==> config.mk <==
export PLATFORM = sky130hd
export DESIGN_NAME = bcsf_channel
export DESIGN_NICKNAME = d
export VERILOG_FILES = /design/src/hdl/bcsf_pkg.sv /design/src/hdl/bcsf_channel.sv
export SDC_FILE = /design/constraint.sdc
export NUM_CORES = 1
export LEC_CHECK = 0
export ABC_AREA = 1
export BUFFER_PORTS_ARGS = -buffer_cell sky130_fd_sc_hd__buf_2
export CAP_MARGIN = 30
export CORE_MARGIN = 2
export CORE_UTILIZATION = 55
export CTS_CLUSTER_SIZE = 25
export DETAILED_ROUTE_END_ITERATION = 12
export PLACE_DENSITY_LB_ADDON = 0.1
export SYNTH_ARGS = -nofsm -noshare
export SYNTH_HDL_FRONTEND = slang
export SYNTH_SLANG_ARGS = --single-unit
==> constraint.sdc <==
create_clock -name mclk_i -period 1.6 [get_ports mclk_i]
set_input_delay 0.08 -clock mclk_i [delete_from_list [all_inputs] [get_ports mclk_i]]
set_output_delay 0.08 -clock mclk_i [all_outputs]
set_load 0.01 [all_outputs]
==> src/hdl/bcsf_pkg.sv <==
// Shared constants for the buck channel sequencer
package bcsf_pkg;
  localparam int unsigned CLK_HZ        = 100_000_000;
  localparam int unsigned FAULT_PULSES  = 16;
  localparam logic [4:0]  FAULT_LIMIT   = 5'h10;
  localparam int unsigned FSW_DIV_DEF   = 500;
  localparam int unsigned FAST_RATIO    = 4;
  localparam int unsigned BOOST_PERIODS = 1;
  localparam int unsigned ONTIME_DEF    = 40;
  typedef enum logic [2:0] {
    BCSF_OFF     = 3'b000,
    BCSF_DISCH   = 3'b001,
    BCSF_SOFT    = 3'b010,
    BCSF_RUN     = 3'b011,
    BCSF_STOP    = 3'b100,
    BCSF_LATCHED = 3'b101
  } bcsf_state_t;
endpackage

==> src/hdl/bcsf_channel.sv <==
// Per-channel sequencing, clocking, boost, current limit and latch-off logic
module bcsf_channel #(
  parameter int unsigned FSW_DIV = bcsf_pkg::FSW_DIV_DEF, // mclk cycles per normal period
  parameter int unsigned ON_TIME = bcsf_pkg::ONTIME_DEF   // high-side on cycles
) (
  input  wire logic mclk_i,             // 100 MHz clock
  input  wire logic rst_i,              // Sync reset, also power-on
  input  wire logic channel_enable_i,   // Channel enable
  input  wire logic supply_ok_i,        // Both lockout monitors in range
  input  wire logic out_low_i,          // Output below 0.3 V
  input  wire logic comp_over_thr_i,    // Error output above boost threshold
  input  wire logic boost_thr_pin_hi_i, // Threshold pin high or floating
  input  wire logic skip_select_n_i,    // High enables pulse skipping
  input  wire logic skip_demand_i,      // Feedback below droop reference
  input  wire logic ind_negative_i,     // Inductor current going negative
  input  wire logic current_limit_i,    // Sensed current above limit
  input  wire logic ss_done_i,          // Soft-start ramp complete
  input  wire logic uv_fault_i,         // Output undervoltage fault
  output logic      hs_gate_o,          // High-side drive
  output logic      ls_gate_o,          // Low-side drive
  output logic      gate_float_o,       // Both drives floating
  output logic      discharge_o,        // Discharge switch closed
  output logic      soft_start_o,       // Soft-start ramp running
  output logic      transient_boost_o,  // Boost active
  output logic      fault_latched_o     // Fault latch
);
  localparam int unsigned FAST_DIV = FSW_DIV / bcsf_pkg::FAST_RATIO;
  localparam int unsigned HALF_FAST = FAST_DIV / 2;
  localparam int unsigned BOOST_LEN = FSW_DIV * bcsf_pkg::BOOST_PERIODS;

  typedef struct packed {
    bcsf_pkg::bcsf_state_t st;
    logic [15:0] nrm_cnt;
    logic [15:0] fst_cnt;
    logic [15:0] on_cnt;
    logic [15:0] bst_cnt;
    logic [4:0]  flt_cnt;
    logic        en_prev;
    logic        hs;
    logic        ls;
    logic        boost;
    logic        limited;
    logic        skip_pend;
  } bcsf_regs_t;

  bcsf_regs_t q;
  bcsf_regs_t d;

  logic nrm_tick;
  logic fst_tick;
  logic half_tick;
  logic en_rise;
  logic en_fall;
  logic skipping;
  logic switching;
  logic start_pulse;

  always_comb begin
    d = q;
    nrm_tick = (q.nrm_cnt == 16'(FSW_DIV - 1));
    fst_tick = (q.fst_cnt == 16'(FAST_DIV - 1));
    half_tick = fst_tick || (q.fst_cnt == 16'(HALF_FAST - 1));
    en_rise = channel_enable_i && !q.en_prev;
    en_fall = !channel_enable_i && q.en_prev;
    switching = (q.st == bcsf_pkg::BCSF_SOFT) || (q.st == bcsf_pkg::BCSF_RUN);
    skipping = (q.st == bcsf_pkg::BCSF_RUN) && skip_select_n_i && ind_negative_i;
    start_pulse = 1'b0;
    d.en_prev = channel_enable_i;
    d.nrm_cnt = nrm_tick ? 16'h0000 : q.nrm_cnt + 16'h0001;
    d.fst_cnt = fst_tick ? 16'h0000 : q.fst_cnt + 16'h0001;
    // Boost: fast clock for one normal period
    if (q.boost) begin
      d.bst_cnt = q.bst_cnt + 16'h0001;
      if (q.bst_cnt == 16'(BOOST_LEN - 1)) begin
        d.boost = 1'b0;
      end
    end else if (q.st == bcsf_pkg::BCSF_RUN && !skipping && comp_over_thr_i
                 && !boost_thr_pin_hi_i) begin
      d.boost = 1'b1;
      d.bst_cnt = 16'h0000;
    end
    if (!switching) begin
      d.boost = 1'b0;
    end
    // Pulse timing
    if (skipping) begin
      if (skip_demand_i) begin
        d.skip_pend = 1'b1;
      end
      start_pulse = q.skip_pend && half_tick && !q.hs;
      if (start_pulse) begin
        d.skip_pend = 1'b0;
      end
    end else begin
      d.skip_pend = 1'b0;
      start_pulse = switching && (q.boost ? fst_tick : nrm_tick);
    end
    if (start_pulse) begin
      d.on_cnt = 16'h0000;
      d.limited = 1'b0;
      d.hs = !current_limit_i;
    end else if (q.hs) begin
      d.on_cnt = q.on_cnt + 16'h0001;
      if (current_limit_i) begin
        d.hs = 1'b0;
        d.limited = 1'b1;
      end else if (q.on_cnt == 16'(ON_TIME - 1)) begin
        d.hs = 1'b0;
      end
    end
    if (!switching) begin
      d.hs = 1'b0;
    end
    d.ls = switching && !d.hs && !(skipping && ind_negative_i);
    // Fault timer on consecutive normal clocks
    if (q.st == bcsf_pkg::BCSF_RUN || q.st == bcsf_pkg::BCSF_SOFT) begin
      if (!current_limit_i && !q.limited) begin
        d.flt_cnt = 5'h00;
      end else if (nrm_tick) begin
        d.flt_cnt = q.flt_cnt + 5'h01;
      end
    end else if (q.st != bcsf_pkg::BCSF_LATCHED) begin
      d.flt_cnt = 5'h00;
    end
    unique case (q.st)
      bcsf_pkg::BCSF_OFF: begin
        if (en_rise && supply_ok_i) begin
          d.st = out_low_i ? bcsf_pkg::BCSF_SOFT : bcsf_pkg::BCSF_DISCH;
        end
      end
      bcsf_pkg::BCSF_DISCH: begin
        if (!channel_enable_i) begin
          d.st = bcsf_pkg::BCSF_STOP;
        end else if (out_low_i && supply_ok_i) begin
          d.st = bcsf_pkg::BCSF_SOFT;
        end
      end
      bcsf_pkg::BCSF_SOFT, bcsf_pkg::BCSF_RUN: begin
        if (d.flt_cnt == bcsf_pkg::FAULT_LIMIT) begin
          d.st = bcsf_pkg::BCSF_LATCHED;
        end else if (!channel_enable_i || uv_fault_i || !supply_ok_i) begin
          d.st = bcsf_pkg::BCSF_STOP;
        end else if (q.st == bcsf_pkg::BCSF_SOFT && ss_done_i) begin
          d.st = bcsf_pkg::BCSF_RUN;
        end
      end
      bcsf_pkg::BCSF_STOP: begin
        if (out_low_i) begin
          d.st = bcsf_pkg::BCSF_OFF;
        end
      end
      bcsf_pkg::BCSF_LATCHED: begin
        if (en_rise || en_fall) begin
          d.st = bcsf_pkg::BCSF_STOP;
          d.flt_cnt = 5'h00;
        end
      end
      default: d.st = bcsf_pkg::BCSF_OFF;
    endcase
    // Gates and boost never survive a step out of switching
    if (d.st != bcsf_pkg::BCSF_SOFT && d.st != bcsf_pkg::BCSF_RUN) begin
      d.hs = 1'b0;
      d.ls = 1'b0;
      d.boost = 1'b0;
    end
  end

  always_ff @(posedge mclk_i) begin
    if (rst_i) begin
      q <= '0;
    end else begin
      q <= d;
    end
  end

  assign hs_gate_o = q.hs;
  assign ls_gate_o = q.ls;
  assign gate_float_o = (q.st == bcsf_pkg::BCSF_LATCHED);
  assign discharge_o = (q.st == bcsf_pkg::BCSF_STOP) || (q.st == bcsf_pkg::BCSF_DISCH) ||
                       (q.st == bcsf_pkg::BCSF_LATCHED && !out_low_i);
  assign soft_start_o = (q.st == bcsf_pkg::BCSF_SOFT);
  assign transient_boost_o = q.boost;
  assign fault_latched_o = (q.st == bcsf_pkg::BCSF_LATCHED);
endmodule

==> metrics.yaml <==
yosysSeqAreaShare_pct: 38.17
clk_path_buf_depth: 2
setup_slack_ns: -0.1788
critPathArrivalTime_ns: 2.07
viasPerCell: 5.244
synth_area_leader_cell: "dfxtp_1"
wirelength_mm: 9.736
crit_chain: "ha_4 > nand2_2 > nor2_2 > nand2_2 > nor2_4 > nand2_1 > nand2_1 > nand2_2 > nand2_1 > inv_1 > nand3_2 > nand3_2 > nand2_2 > nand2_2 > nor2_1"
start_util_pct: 56.71
leakage_nw: 2.125
vias: 3975
holdWs_ns: 0.02652
postSynthNetCount: 595
fin_crit_ns: 1.779
drv_cap: 0
worstMarginPinSlew_ns: 0.3702
gp_congestion: 0.8142
die_y_um: 90.25
cpMaxStageDelayCell: "dfxtp_2"
ys_seq_elements: 78
io_pins: 20
slowest_delay_ns: 0.35
synth_common_cells: "nand2_1, nor2_1, dfxtp_1, inv_1, a21oi_1"
startpoint_type: "flip-flop"
power_density_nw_per_um2: 748.9
postSynthAreaPerCell_um2: 7.128
power_mw: 3.928
nNetsFinal: 675
dr.pass1.iters: 5
met1_usage_pct: 27.86
dieArea_um2: 8145
num_rows: 31
grt_use_met2_pct: 44.67
min_path_cells: 3
drive_gt1_share_pct: 30.96
synth.distinct_cells: 48
slew_violations: 0
cts_hold_buf: 0
io_buffers: 19
antenna_found_initial: 0
critPathKind: "reg -> reg"
clk_pin_slew_worst_paths_ns: 0.08
synth_flop_cell: "dfxtp_1"
core-area_um2: 7214
busiest_layer: "met2"
synth_top_area_share_pct: 38.17
first_iter_violations: 184
htree_levels: 3
vdd_drop_max_v: 0.0005001
fin_crit_sh_pct: 111.2
synthArstFlopShare_pct: 0
final_cells: 758
root_buffer: "clkbuf_8"
drc: 0
synth.most_common_cell: "nand2_1"
dp_hpwl_mm: 6.903
cts.sinks: 78
area.growth.synth_to_final_pct: 28.20
n_fill_cell: 600
rrSetupSlack_ns: -0.18
grt_remaining_overflow: 0
place_inst: 730
clkLatencyLatePin_ns: 0.35
grt_pass1_wl_mm: 16.47
grt_max_degree: 18
worst_setup_path_end_kind: "flip-flop"
rsz0062_at_grt: "true"
setup_viol: 27
crit_top_cell: "nand2_2"
synth_cells: 574
hold_violations: 0
cts_tree: "yes"
grt_pass1_vias: 3960
r2r.worst_path.cells: 15
synth_edf_count: 0
wire_per_inst_um: 12.84
grtUsageMet3_pct: 5.008
skew_ns: 0.009279
slew_headroom_pct: 75.29
violations: "negative setup slack"
yosysWarnings: 0
fmax_mhz: 562.2
antenna_cells: 0
pre_cts_ws_ns: -0.1707
antenna_left: 0
cts_buffers: 9
status: "finished, violations left"
cp_max_fo: 6
grt.total_usage_pct: 24.01
die_w_um: 90.25
ys_top_cells_by_area: "dfxtp_1, nand2_1, nor2_1"
synthesis.area_um2: 4091
cp.required_ns: 1.89
hp-class: "in -> reg"
[stage by stage]
step           utilization, %  instance area [µm²]  setup TNS [ns]
3_5_place_dp            64.31                 4639         -0.8314
6_report                72.70                 5245          -3.380
4_1_cts                 69.01                 4979          -1.031
5_1_grt                 72.70                 5245          -8.032
2_1_floorplan               -                 4106               0
3_3_place_gp            64.31                 4639         -0.3480
[registers in the layout, summed over array words and instances (netlist names)]
signal / cells
transient_boost_o: 1
ls_gate_o: 1
hs_gate_o: 1
q: 75
[cells in the final DEF, fill, tap and decap left out, types with 3 or more instances in the layout]
master      n
nand2_1   112
nor2_1     71
dfxtp_1    61
inv_1      57
buf_4      48
a21oi_1    36
nand3_1    27
buf_2      19
nor3_1     18
inv_2      15
nand2_2    15
dfxtp_2    14
nand3_2    12
clkbuf_8   12
o21ai_0    11
xor2_1     11
nor2_4     10
nor2_2      9
nand4_1     9
buf_6       8
nor3_2      6
nor4_1      6
a21oi_2     5
ha_1        5
o21ai_1     4
a211oi_1    4
xnor2_1     3
nor3_4      3
ha_4        3
dfxtp_4     3
[what timing repair did]
| action | CTS | global route |
|---|---|---|
| pin swaps | 18 | 17 |
| setup buffers | 7 | 8 |
| cloned | 0 | 2 |
| setup endpoints to repair | 15 | 55 |
| resized for setup | 22 | 61 |
[metal layers]
metal	wire, µm	up-vias	part of all wire, %
met2	5055	73	52
met3	333	15	3.4
met1	4218	1846	43
met4	129	0	1.3
met5	0	-	0
li1	-	2041	-
[power breakdown]
group	internal [mW]	switching, mW	leakage (nW)
registers	1.96	0.0202	0.638
logic	0.108	0.134	1.37
clock network	1.01	0.701	0.120
[critical path: cells and delay by family, from the launching register on]
family	cells	cell delay, ns
AND/OR/NAND/NOR	13	1.19
flip-flops	1	0.35
adder cells (fa/ha/maj)	1	0.16
buffers and inverters	1	0.05
[cell families after synthesis]
family | share of synthesized area, %
AOI/OAI and AO/OA | 11.32
xor gates and xnor gates | 2.997
adders and majority gates | 2.447
buffers and inverters | 8.135
DFF | 38.17
and+or+nand+nor | 36.94
[final timing paths]
| kind | from | to |
|---|---|---|
| setup reg to reg | q[60] | hs_gate_o |
| hold reg to reg | q[42] | q[42] |
| setup / recovery | q[60] | hs_gate_o |
| hold / removal | channel_enable_i | q[5] |
[cell type report]
type / instances / area (µm²) / share of cell area [%]
clock buffers: 13 / 168.9 / 3.220
clock inverters: 3 / 65.06 / 1.240
inverters: 75 / 286.5 / 5.463
multi-input cells: 412 / 2412 / 45.99
flip-flops and latches: 78 / 1590 / 30.32
well taps: 99 / 123.9 / 2.362
repair buffers: 77 / 590.6 / 11.26
repair inverters: 1 / 7.507 / 0.1431
(Power assumes the default switching activity.)
